--- config.mk ---
export PLATFORM = sky130hd
export DESIGN_NAME = cpx_top
export DESIGN_NICKNAME = d
export VERILOG_FILES = /design/src/rtl/cpx_top.v /design/src/rtl/cpx_buf2.v
export VERILOG_INCLUDE_DIRS = /design/src /design/src/rtl
export SDC_FILE = /design/constraint.sdc
export NUM_CORES = 2
export LEC_CHECK = 0
export ABC_AREA = 1
export BUFFER_PORTS_ARGS = -buffer_cell sky130_fd_sc_hd__buf_4
export CORE_MARGIN = 4
export CORE_UTILIZATION = 55
export CTS_BUF_LIST = sky130_fd_sc_hd__clkbuf_4 sky130_fd_sc_hd__clkbuf_8 sky130_fd_sc_hd__clkbuf_16
export DETAILED_ROUTE_END_ITERATION = 12
export GPL_ROUTABILITY_DRIVEN = 0
export GPL_TIMING_DRIVEN = 0
export PLACE_DENSITY = 0.71
export SLEW_MARGIN = 20
export SYNTH_ARGS = -nofsm -noshare
export SYNTH_HDL_FRONTEND = slang
export SYNTH_SLANG_ARGS = --single-unit
--- constraint.sdc ---
create_clock -name clk_in -period 6.9 [get_ports clk_in]
set_input_delay 0.345 -clock clk_in [delete_from_list [all_inputs] [get_ports clk_in]]
set_output_delay 0.345 -clock clk_in [all_outputs]
set_load 0.03 [all_outputs]
--- src/rtl/cpx_defines.vh ---
// What this block does
// - rgb565 two cycles on lines 12-19: blue and low green, then high green and red
// - rgb565 three cycles: red, green, blue, each on lines 12-19
// - rgb666 three cycles: each component's bits on lines 14-19
// - rgb888 three cycles: each full component on lines 12-19
// - 8-bit luma/chroma, two cycles, one sample each on lines 12-19
// - rgb565 one cycle on lines 4-19, lines 0-3 unused
// - 16-bit luma/chroma: chroma on lines 4-11, luma on 12-19
// - 16-bit variant: chroma on lines 2-9, luma on 12-19, others zero
// - 20-bit luma/chroma: chroma on lines 0-9, luma on 10-19
// - drive a dedicated display base clock output
// - seven general purpose synchronous control pins, each freely assigned
// - binding counters make local start points aligned to screen-port clock
// - sync controls placed from start point by up/down values, half-clock steps
// - asynchronous controls change together with the output data word
// - two chip-select outputs, one per attached display
// - seven general purpose asynchronous pins, each freely assigned
// - each async data word written while not busy makes a start point; pins toggle at up/down
`ifndef CPX_DEFINES_VH
`define CPX_DEFINES_VH
`define CPX_A_CTRL 8'h00
`define CPX_A_STAT 8'h04
`define CPX_A_LINE 8'h08
`define CPX_A_DCLK 8'h0C
`define CPX_A_ALEN 8'h10
`define CPX_A_ADAT 8'h14
`define CPX_A_PCNT 8'h18
`define CPX_A_SPIN 8'h20
`define CPX_A_APIN 8'h40
`define CPX_CTRL_FMT 3:0
`define CPX_CTRL_CEN 4
`define CPX_CTRL_DEN 5
`define CPX_STAT_OVR 0
`define CPX_STAT_ABSY 1
`define CPX_RST_LINE 32'h0001_0020
`define CPX_RST_DCLK 16'h0002
`define CPX_RST_ALEN 16'h0008
`define CPX_F_565X2 4'h0
`define CPX_F_565X3 4'h1
`define CPX_F_666X3 4'h2
`define CPX_F_888X3 4'h3
`define CPX_F_YC8X2 4'h4
`define CPX_F_565X1 4'h5
`define CPX_F_YC16A 4'h6
`define CPX_F_YC16B 4'h7
`define CPX_F_YC20 4'h8
`endif

--- src/rtl/cpx_top.v ---
`timescale 1ns/1ns
`include "cpx_defines.vh"
module cpx_top #(
  parameter NPIN = 7
) (
  // clock and reset
  input wire clk_in,
  input wire rstn_in,
  // register port
  input wire [7:0] reg_addr_in,
  input wire [31:0] reg_wdata_in,
  input wire reg_wr_in,
  input wire reg_rd_in,
  output reg [31:0] reg_rdata_out,
  // camera side
  input wire cam_pclk_in,
  input wire cam_href_in,
  input wire [19:0] camera_data_lines_in,
  // captured pixels
  output reg pix_valid_out,
  output reg [29:0] pix_data_out,
  input wire pix_ready_in,
  // display side
  output reg screen_clk_out,
  output reg [NPIN-1:0] sync_pin_out,
  output reg [NPIN-1:0] async_pin_out,
  output reg panel_select_zero_n_out,
  output reg panel_select_one_n_out,
  output reg [15:0] disp_data_out
);
  function [3:0] fmt_cycles;
    input [3:0] f;
    begin
      case (f)
        `CPX_F_565X2, `CPX_F_YC8X2: fmt_cycles = 4'h2;
        `CPX_F_565X3, `CPX_F_666X3, `CPX_F_888X3: fmt_cycles = 4'h3;
        default: fmt_cycles = 4'h1;
      endcase
    end
  endfunction

  function in_win(input [15:0] c, input [15:0] lo, input [15:0] hi);
    in_win = (c >= lo) && (c < hi);
  endfunction

  // registers
  reg [5:0] ctrl_r;
  reg ovr_r;
  reg [31:0] line_r;
  reg [15:0] dclk_r;
  reg [15:0] alen_r;
  reg [31:0] spin_r [0:NPIN-1];
  reg [31:0] apin_r [0:NPIN-1];
  reg [15:0] pcnt_r;
  wire [3:0] fmt;
  assign fmt = ctrl_r[`CPX_CTRL_FMT];

  // camera pin synchronisers
  reg [2:0] pclk_s_r;
  reg [2:0] href_s_r;
  reg [19:0] d1_r;
  reg [19:0] d2_r;
  reg [19:0] d3_r;
  reg pclk_lvl_r;
  wire pclk_rise;
  assign pclk_rise = (pclk_s_r[1] == pclk_s_r[2]) && pclk_s_r[2] && !pclk_lvl_r;

  always @(posedge clk_in or negedge rstn_in) begin
    if (!rstn_in) begin
      pclk_s_r <= 3'h0;
      href_s_r <= 3'h0;
      d1_r <= 20'h0_0000;
      d2_r <= 20'h0_0000;
      d3_r <= 20'h0_0000;
      pclk_lvl_r <= 1'b0;
    end else begin
      pclk_s_r <= {pclk_s_r[1:0], cam_pclk_in};
      href_s_r <= {href_s_r[1:0], cam_href_in};
      d1_r <= camera_data_lines_in;
      d2_r <= d1_r;
      d3_r <= d2_r;
      if (pclk_s_r[1] == pclk_s_r[2])
        pclk_lvl_r <= pclk_s_r[2];
    end
  end

  // pixel assembly
  reg [3:0] cyc_r;
  reg [7:0] p0_r;
  reg [7:0] p1_r;
  reg asm_vld_r;
  reg [29:0] asm_pix_r;
  reg [29:0] pix_nxt;
  wire [7:0] b;
  wire smp;
  wire last;
  wire buf_in_rdy;
  wire buf_vld;
  wire [29:0] buf_dat;
  assign b = d3_r[19:12];
  assign smp = pclk_rise && href_s_r[2] && ctrl_r[`CPX_CTRL_CEN];
  assign last = (cyc_r == fmt_cycles(fmt) - 4'h1);

  always @* begin
    pix_nxt = 30'h0000_0000;
    case (fmt)
      `CPX_F_565X2: begin
        pix_nxt[24:20] = b[7:3];
        pix_nxt[15:10] = {b[2:0], p0_r[7:5]};
        pix_nxt[4:0] = p0_r[4:0];
      end
      `CPX_F_565X3: begin
        pix_nxt[24:20] = p0_r[7:3];
        pix_nxt[15:10] = p1_r[7:2];
        pix_nxt[4:0] = b[7:3];
      end
      `CPX_F_666X3: begin
        pix_nxt[25:20] = p0_r[7:2];
        pix_nxt[15:10] = p1_r[7:2];
        pix_nxt[5:0] = b[7:2];
      end
      `CPX_F_888X3: begin
        pix_nxt[27:20] = p0_r;
        pix_nxt[17:10] = p1_r;
        pix_nxt[7:0] = b;
      end
      `CPX_F_YC8X2: begin
        pix_nxt[17:10] = b;
        pix_nxt[7:0] = p0_r;
      end
      `CPX_F_565X1: begin
        pix_nxt[24:20] = d3_r[19:15];
        pix_nxt[15:10] = d3_r[14:9];
        pix_nxt[4:0] = d3_r[8:4];
      end
      `CPX_F_YC16A: begin
        pix_nxt[17:10] = d3_r[19:12];
        pix_nxt[7:0] = d3_r[11:4];
      end
      `CPX_F_YC16B: begin
        pix_nxt[17:10] = d3_r[19:12];
        pix_nxt[7:0] = d3_r[9:2];
      end
      `CPX_F_YC20: begin
        pix_nxt[19:10] = d3_r[19:10];
        pix_nxt[9:0] = d3_r[9:0];
      end
      default: pix_nxt = 30'h0000_0000;
    endcase
  end

  always @(posedge clk_in or negedge rstn_in) begin
    if (!rstn_in) begin
      cyc_r <= 4'h0;
      p0_r <= 8'h00;
      p1_r <= 8'h00;
      asm_vld_r <= 1'b0;
      asm_pix_r <= 30'h0000_0000;
    end else begin
      asm_vld_r <= 1'b0;
      if (!href_s_r[2] || !ctrl_r[`CPX_CTRL_CEN]) begin
        cyc_r <= 4'h0;
      end else if (smp) begin
        if (cyc_r == 4'h0)
          p0_r <= b;
        if (cyc_r == 4'h1)
          p1_r <= b;
        if (last) begin
          cyc_r <= 4'h0;
          asm_vld_r <= 1'b1;
          asm_pix_r <= pix_nxt;
        end else begin
          cyc_r <= cyc_r + 4'h1;
        end
      end
    end
  end

  cpx_buf2 #(
    .W(30)
  ) u_buf (
    .clk_in(clk_in),
    .rstn_in(rstn_in),
    .in_valid_in(asm_vld_r),
    .in_data_in(asm_pix_r),
    .in_ready_out(buf_in_rdy),
    .out_valid_out(buf_vld),
    .out_data_out(buf_dat),
    .out_ready_in(!pix_valid_out || pix_ready_in)
  );

  // output stage so the pixel port comes from flops
  always @(posedge clk_in or negedge rstn_in) begin
    if (!rstn_in) begin
      pix_valid_out <= 1'b0;
      pix_data_out <= 30'h0000_0000;
    end else if (!pix_valid_out || pix_ready_in) begin
      pix_valid_out <= buf_vld;
      pix_data_out <= buf_dat;
    end
  end

  // screen-port timing: one clk is half a screen-port clock
  reg sp_ph_r;
  reg [15:0] hcnt_r;
  reg [15:0] vcnt_r;
  reg [15:0] dcnt_r;
  wire den;
  wire line_end;
  assign den = ctrl_r[`CPX_CTRL_DEN];
  assign line_end = (hcnt_r >= line_r[15:0] - 16'h0001) && sp_ph_r;

  always @(posedge clk_in or negedge rstn_in) begin
    if (!rstn_in) begin
      sp_ph_r <= 1'b0;
      hcnt_r <= 16'h0000;
      vcnt_r <= 16'h0000;
      dcnt_r <= 16'h0000;
      screen_clk_out <= 1'b0;
    end else if (!den) begin
      sp_ph_r <= 1'b0;
      hcnt_r <= 16'h0000;
      vcnt_r <= 16'h0000;
      dcnt_r <= 16'h0000;
      screen_clk_out <= 1'b0;
    end else begin
      sp_ph_r <= ~sp_ph_r;
      if (line_end) begin
        hcnt_r <= 16'h0000;
        if (vcnt_r >= line_r[31:16] - 16'h0001)
          vcnt_r <= 16'h0000;
        else
          vcnt_r <= vcnt_r + 16'h0001;
      end else begin
        hcnt_r <= hcnt_r + 16'h0001;
      end
      if (line_end || dcnt_r >= dclk_r - 16'h0001) begin
        dcnt_r <= 16'h0000;
        screen_clk_out <= !line_end && !screen_clk_out;
      end else begin
        dcnt_r <= dcnt_r + 16'h0001;
      end
    end
  end

  // synchronous control pins
  integer i, j, k, n;
  always @(posedge clk_in or negedge rstn_in) begin
    if (!rstn_in) begin
      sync_pin_out <= {NPIN{1'b0}};
    end else begin
      for (i = 0; i < NPIN; i = i + 1) begin
        sync_pin_out[i] <= den && in_win(spin_r[i][31] ? {1'b0, vcnt_r[14:0]} :
          {1'b0, hcnt_r[14:0]}, {1'b0, spin_r[i][14:0]}, {1'b0, spin_r[i][29:15]});
      end
    end
  end

  // asynchronous data engine
  reg abusy_r;
  reg [15:0] acnt_r;
  reg [NPIN-1:0] aflg_r;
  wire adat_wr;
  assign adat_wr = reg_wr_in && (reg_addr_in == `CPX_A_ADAT) && !abusy_r;

  always @(posedge clk_in or negedge rstn_in) begin
    if (!rstn_in) begin
      abusy_r <= 1'b0;
      acnt_r <= 16'h0000;
      aflg_r <= {NPIN{1'b0}};
      disp_data_out <= 16'h0000;
      panel_select_zero_n_out <= 1'b1;
      panel_select_one_n_out <= 1'b1;
      async_pin_out <= {NPIN{1'b0}};
    end else begin
      if (adat_wr) begin
        abusy_r <= 1'b1;
        acnt_r <= 16'h0000;
        disp_data_out <= reg_wdata_in[15:0];
        aflg_r <= reg_wdata_in[23:17];
        panel_select_zero_n_out <= reg_wdata_in[16];
        panel_select_one_n_out <= !reg_wdata_in[16];
      end else if (abusy_r) begin
        if (acnt_r >= alen_r - 16'h0001) begin
          abusy_r <= 1'b0;
          panel_select_zero_n_out <= 1'b1;
          panel_select_one_n_out <= 1'b1;
        end else begin
          acnt_r <= acnt_r + 16'h0001;
        end
      end
      for (j = 0; j < NPIN; j = j + 1)
        async_pin_out[j] <= abusy_r && !adat_wr && aflg_r[j] &&
          in_win(acnt_r, apin_r[j][15:0], apin_r[j][31:16]);
    end
  end

  // register writes
  wire ovr_set;
  assign ovr_set = asm_vld_r && !buf_in_rdy;
  always @(posedge clk_in or negedge rstn_in) begin
    if (!rstn_in) begin
      ctrl_r <= 6'h00;
      ovr_r <= 1'b0;
      line_r <= `CPX_RST_LINE;
      dclk_r <= `CPX_RST_DCLK;
      alen_r <= `CPX_RST_ALEN;
      pcnt_r <= 16'h0000;
      for (k = 0; k < NPIN; k = k + 1) begin
        spin_r[k] <= 32'h0000_0000;
        apin_r[k] <= 32'h0000_0000;
      end
    end else begin
      if (asm_vld_r && buf_in_rdy)
        pcnt_r <= pcnt_r + 16'h0001;
      // set wins over a same-cycle clear
      if (ovr_set)
        ovr_r <= 1'b1;
      else if (reg_wr_in && reg_addr_in == `CPX_A_STAT && reg_wdata_in[`CPX_STAT_OVR])
        ovr_r <= 1'b0;
      if (reg_wr_in) begin
        case (reg_addr_in)
          `CPX_A_CTRL: ctrl_r <= reg_wdata_in[5:0];
          `CPX_A_LINE: line_r <= reg_wdata_in;
          `CPX_A_DCLK: dclk_r <= reg_wdata_in[15:0];
          `CPX_A_ALEN: alen_r <= reg_wdata_in[15:0];
          default: ;
        endcase
        for (k = 0; k < NPIN; k = k + 1) begin
          if (reg_addr_in == `CPX_A_SPIN + 8'h04 * k[7:0])
            spin_r[k] <= reg_wdata_in;
          if (reg_addr_in == `CPX_A_APIN + 8'h04 * k[7:0])
            apin_r[k] <= reg_wdata_in;
        end
      end
    end
  end

  // register reads, one cycle later; unmapped reads zero
  reg [31:0] rd_nxt;
  always @* begin
    rd_nxt = 32'h0000_0000;
    case (reg_addr_in)
      `CPX_A_CTRL: rd_nxt = {26'h000_0000, ctrl_r};
      `CPX_A_STAT: rd_nxt = {30'h0000_0000, abusy_r, ovr_r};
      `CPX_A_LINE: rd_nxt = line_r;
      `CPX_A_DCLK: rd_nxt = {16'h0000, dclk_r};
      `CPX_A_ALEN: rd_nxt = {16'h0000, alen_r};
      `CPX_A_PCNT: rd_nxt = {16'h0000, pcnt_r};
      default: rd_nxt = 32'h0000_0000;
    endcase
    for (n = 0; n < NPIN; n = n + 1) begin
      if (reg_addr_in == `CPX_A_SPIN + 8'h04 * n[7:0])
        rd_nxt = spin_r[n];
      if (reg_addr_in == `CPX_A_APIN + 8'h04 * n[7:0])
        rd_nxt = apin_r[n];
    end
  end

  always @(posedge clk_in or negedge rstn_in) begin
    if (!rstn_in)
      reg_rdata_out <= 32'h0000_0000;
    else if (reg_rd_in)
      reg_rdata_out <= rd_nxt;
    else
      reg_rdata_out <= 32'h0000_0000;
  end
endmodule

--- src/rtl/cpx_buf2.v ---
`timescale 1ns/1ns
module cpx_buf2 #(
  parameter W = 30
) (
  // clock and reset
  input wire clk_in,
  input wire rstn_in,
  // fill side
  input wire in_valid_in,
  input wire [W-1:0] in_data_in,
  output wire in_ready_out,
  // drain side
  output wire out_valid_out,
  output wire [W-1:0] out_data_out,
  input wire out_ready_in
);
  reg [W-1:0] mem_r [0:1];
  reg rd_r;
  reg wr_r;
  reg [1:0] cnt_r;
  wire push;
  wire pop;

  assign in_ready_out = (cnt_r != 2'h2);
  assign out_valid_out = (cnt_r != 2'h0);
  assign out_data_out = mem_r[rd_r];
  assign push = in_valid_in && in_ready_out;
  assign pop = out_valid_out && out_ready_in;

  always @(posedge clk_in or negedge rstn_in) begin
    if (!rstn_in) begin
      rd_r <= 1'b0;
      wr_r <= 1'b0;
      cnt_r <= 2'h0;
      mem_r[0] <= {W{1'b0}};
      mem_r[1] <= {W{1'b0}};
    end else begin
      if (push) begin
        mem_r[wr_r] <= in_data_in;
        wr_r <= ~wr_r;
      end
      if (pop)
        rd_r <= ~rd_r;
      if (push && !pop)
        cnt_r <= cnt_r + 2'h1;
      else if (pop && !push)
        cnt_r <= cnt_r - 2'h1;
    end
  end
endmodule

==> metrics.md <==
| Metric | Value |
|---|---|
| Die height | 311 um |
| Reg2reg path depth | 22 |
| Final antenna-violating net count | 0 |
| Core Box Area | 90600 sq um |
| EDFF count, synth | 0 |
| Gr usage total | 36.1% |
| Detailed-route wire length | 178000 um |
| Cts bufs inserted | 96 |
| Syn. warnings | 0 |
| Post-Syn Instances | 6326 |
| RSZ-0062 raised after global routing | no |
| HPWL after DPL | 133000 um |
| Count of final max-slew check failures | 0 |
| Worst Setup Path Type | reg -> reg |
| Synth Cell Area | 50400 sq um |
| Die X-Extent | 311 um |
| Fraction of layout cells with a size suffix above 1 | 6.57% |
| Layout area overhead | 13.0% |
| DRC | 0 |
| Commonest cells after routing, fill and taps aside | nand2_1, o21ai_0, dfrtp_1, inv_1, ha_1 |
| First-pass DRT Iterations | 6 |
| Placed cell areas | 53300 sq um |
| Worst endpoint required time | 7510 ps |
| Grt total ovfl | 0 |
| Slew HR | 12.9% |
| Reg2reg end | screen_clk_out |
| Final setup viols | 0 |
| Source of the worst hold timing path | reg_rd_in |
| Post CTS Setup Buffer Count | 0 |
| Cell row count | 110 |
| H-tree levels | 3 |
| Antenna violations before repair | 6 |
| Final net count | 7181 |
| Top Ports | 163 |
| Max Cap Viol | 0 |
| Placed Instances | 7671 |
| Maximum vdd drop | 0.206 mV |
| Endpoints failing hold | 0 |
| CP Max Fanout | 10 |
| CTS tree | built |
| Pin count of the biggest net entering global routing | 151 |
| Slew @ Worst Pin | 1310 ps |
| Setup crit end kind | flop |
| Pwr dens | 249 nW/um^2 |
| Wire per inst | 22.6 um |
| FF-to-FF setup slack | 2510 ps |
| Most common cell after layout, fill and taps aside | nand2_1 |
| Root Driver | clkbuf_16 |
| Endpoint, Worst Hold | reg_rdata_out[30] |
| Crit start category | flop |
| Number of global-route vias before repair | 44000 |
| Drt initial violations | 6095 |
| Fin crit period | 4390 ps |
| Clock Path Buffers | 3 |
| Port bufs | 160 |
| Post-route insts no fill | 7877 |
| Fmax | 0.228 GHz |
| Crit path DAT | 5000 ps |
| Lkg Pwr | 0.0271 uW |
| Sink Count | 878 |
| FF+latch count, synth | 878 |
| Post-synthesis cell type count | 57 |
| First-pass GRT wire length | 266000 um |
| Status | complete, no violations |
| Clk_lat worst skew | 710 ps |
| Design area | 57000 sq um |
| Final Cycle Share | 63.7% |
| Sequential share of the synthesized area | 43.6% |
| Post-synthesis async set-or-reset flop share | 100% |
| WHS Path Cells | 4 |
| Worst R2R Start | line_r[2] |
| Top_reg_cell synth | dfrtp_1 |
| Hold WC Path Type | in -> reg |
| Die ar. | 96600 sq um |
| Clock-pin slew on the worst setup and hold paths | 60 ps |
| Via density | 5.94 |
| Worst Skew | 28.1 ps |
| Initial Utilization | 55.7% |
| Mean Syn Cell Area | 7.97 sq um |
| Routed via count | 46800 |
[Yosys cell counts (23+ instances only)]
master	n	share of area (%)
o21ai_1	89	0.88
xnor2_1	24	0.42
o22ai_1	23	0.29
nand2_1	1607	12
dfrtp_1	872	43
nor2_1	350	2.6
a31oi_1	36	0.45
a21oi_1	263	2.6
nand3_1	142	1.4
ha_1	498	12
xor2_1	80	1.4
inv_1	773	5.8
o21ai_0	857	8.5
nor3_1	80	0.79
inv_2	25	0.19
clkbuf_1	245	1.8
nand4_1	117	1.5
[timing repair]
| item | CTS | global route |
|---|---|---|
| endpoints found under the hold margin | 359 | 0 |
| hold buffers | 23 | 0 |
| setup endpoints to repair | 0 | 0 |
| gates resized for setup | 0 | 0 |
[logic make-up (layout without fill, tap and decap cells)]
logic type	count (synthesis)	after routing	share of synthesized area [%]
compound gates	1413	1413	15.0
xor+xnor	104	104	1.81
fa+ha+maj	498	498	12.4
buf+inv	1070	1440	8.04
flops	878	878	43.6
mux	1	1	0.0223
other cells	1	6	0.00743
simple gates	2361	2361	19.2
[registers in the layout, summed over array words and instances, names as in the netlist, 16 cells and up]
register / count
vcnt_r: 16
pix_data_out: 28
d2_r: 20
reg_rdata_out: 32
acnt_r: 16
dclk_r: 16
d3_r: 20
disp_data_out: 16
asm_pix_r: 28
alen_r: 16
dcnt_r: 16
pcnt_r: 16
d1_r: 20
apin_r: 224
spin_r: 224
hcnt_r: 16
u_buf.mem_r: 56
line_r: 32
[worst max-delay path by stage]
| stage | start | slack (ps) | to | cells after the start |
|---|---|---|---|---|
| finish | line_r[2] | 2510 | screen_clk_out | 22 |
| detailed placement | line_r[2] | 2620 | screen_clk_out | 22 |
| CTS | line_r[2] | 2590 | screen_clk_out | 22 |
| global route | line_r[1] | 2020 | screen_clk_out | 22 |
| floorplan | line_r[2] | 3470 | vcnt_r[12] | 21 |
| global placement | rstn_in | -4760 | apin_r[29] | 1 |
[metal layers]
metal,up-vias,track usage [%],wire length (um)
li1,21400,-,-
met1,22000,47.1,69200
met2,2688,54.4,76200
met3,676,9.77,20600
met4,0,20.4,12000
met5,-,0,0
[final cells by class]
type	instances	area, sq um
diodes	4	10.0
plain buffers	269	1050
clock buffers	147	2960
clock inverters	32	434
fillers	7903	33600
inverters	801	3010
multi-input cells	4379	24400
flip-flops and latches	878	22000
well taps	1176	1470
repair buffers	191	1640
[metrics by stage]
step                      utilization [%]  TNS (ps)  worst slack (ps)  hold slack (ps)  total power, uW
after global placement               58.7  -4071530             -4760              333             8530
final                                62.9         0              2510             45.0            14200
after CTS                            62.9         0              2590             11.0            14100
after detailed placement             58.9         0              2620              209             8650
after global routing                 62.9         0              2020             59.1            14800
after floorplan                         -         0              3470             49.4             7550
[critical path, stage by stage, from the launching register on]
cell      delay, ps
dfrtp_1         460
nor2_1          120
nand2_1          90
nor3_1          240
nand3_1         180
nor3_2          190
nand2_1         130
nor3_1          260
nor3b_1         260
xnor2_1         170
ha_1            280
nand2_1          70
inv_1            40
nand3_1          80
inv_1            50
a21oi_1         140
nand3_1          90
nand2_1          70
nand2_2         180
inv_1           270
clkbuf_1        600
o21ai_0         180
a21oi_1         140
[where the power goes]
group / switching [uW] / internal (uW) / total, uW / leakage, uW
Clock: 2270 / 3210 / 5480 / 0.00171
Sequential: 440 / 5430 / 5870 / 0.0119
Combinational: 1810 / 1020 / 2830 / 0.0135
Total: 4520 / 9650 / 14200 / 0.0271
Power figures use the tool's default switching activity.
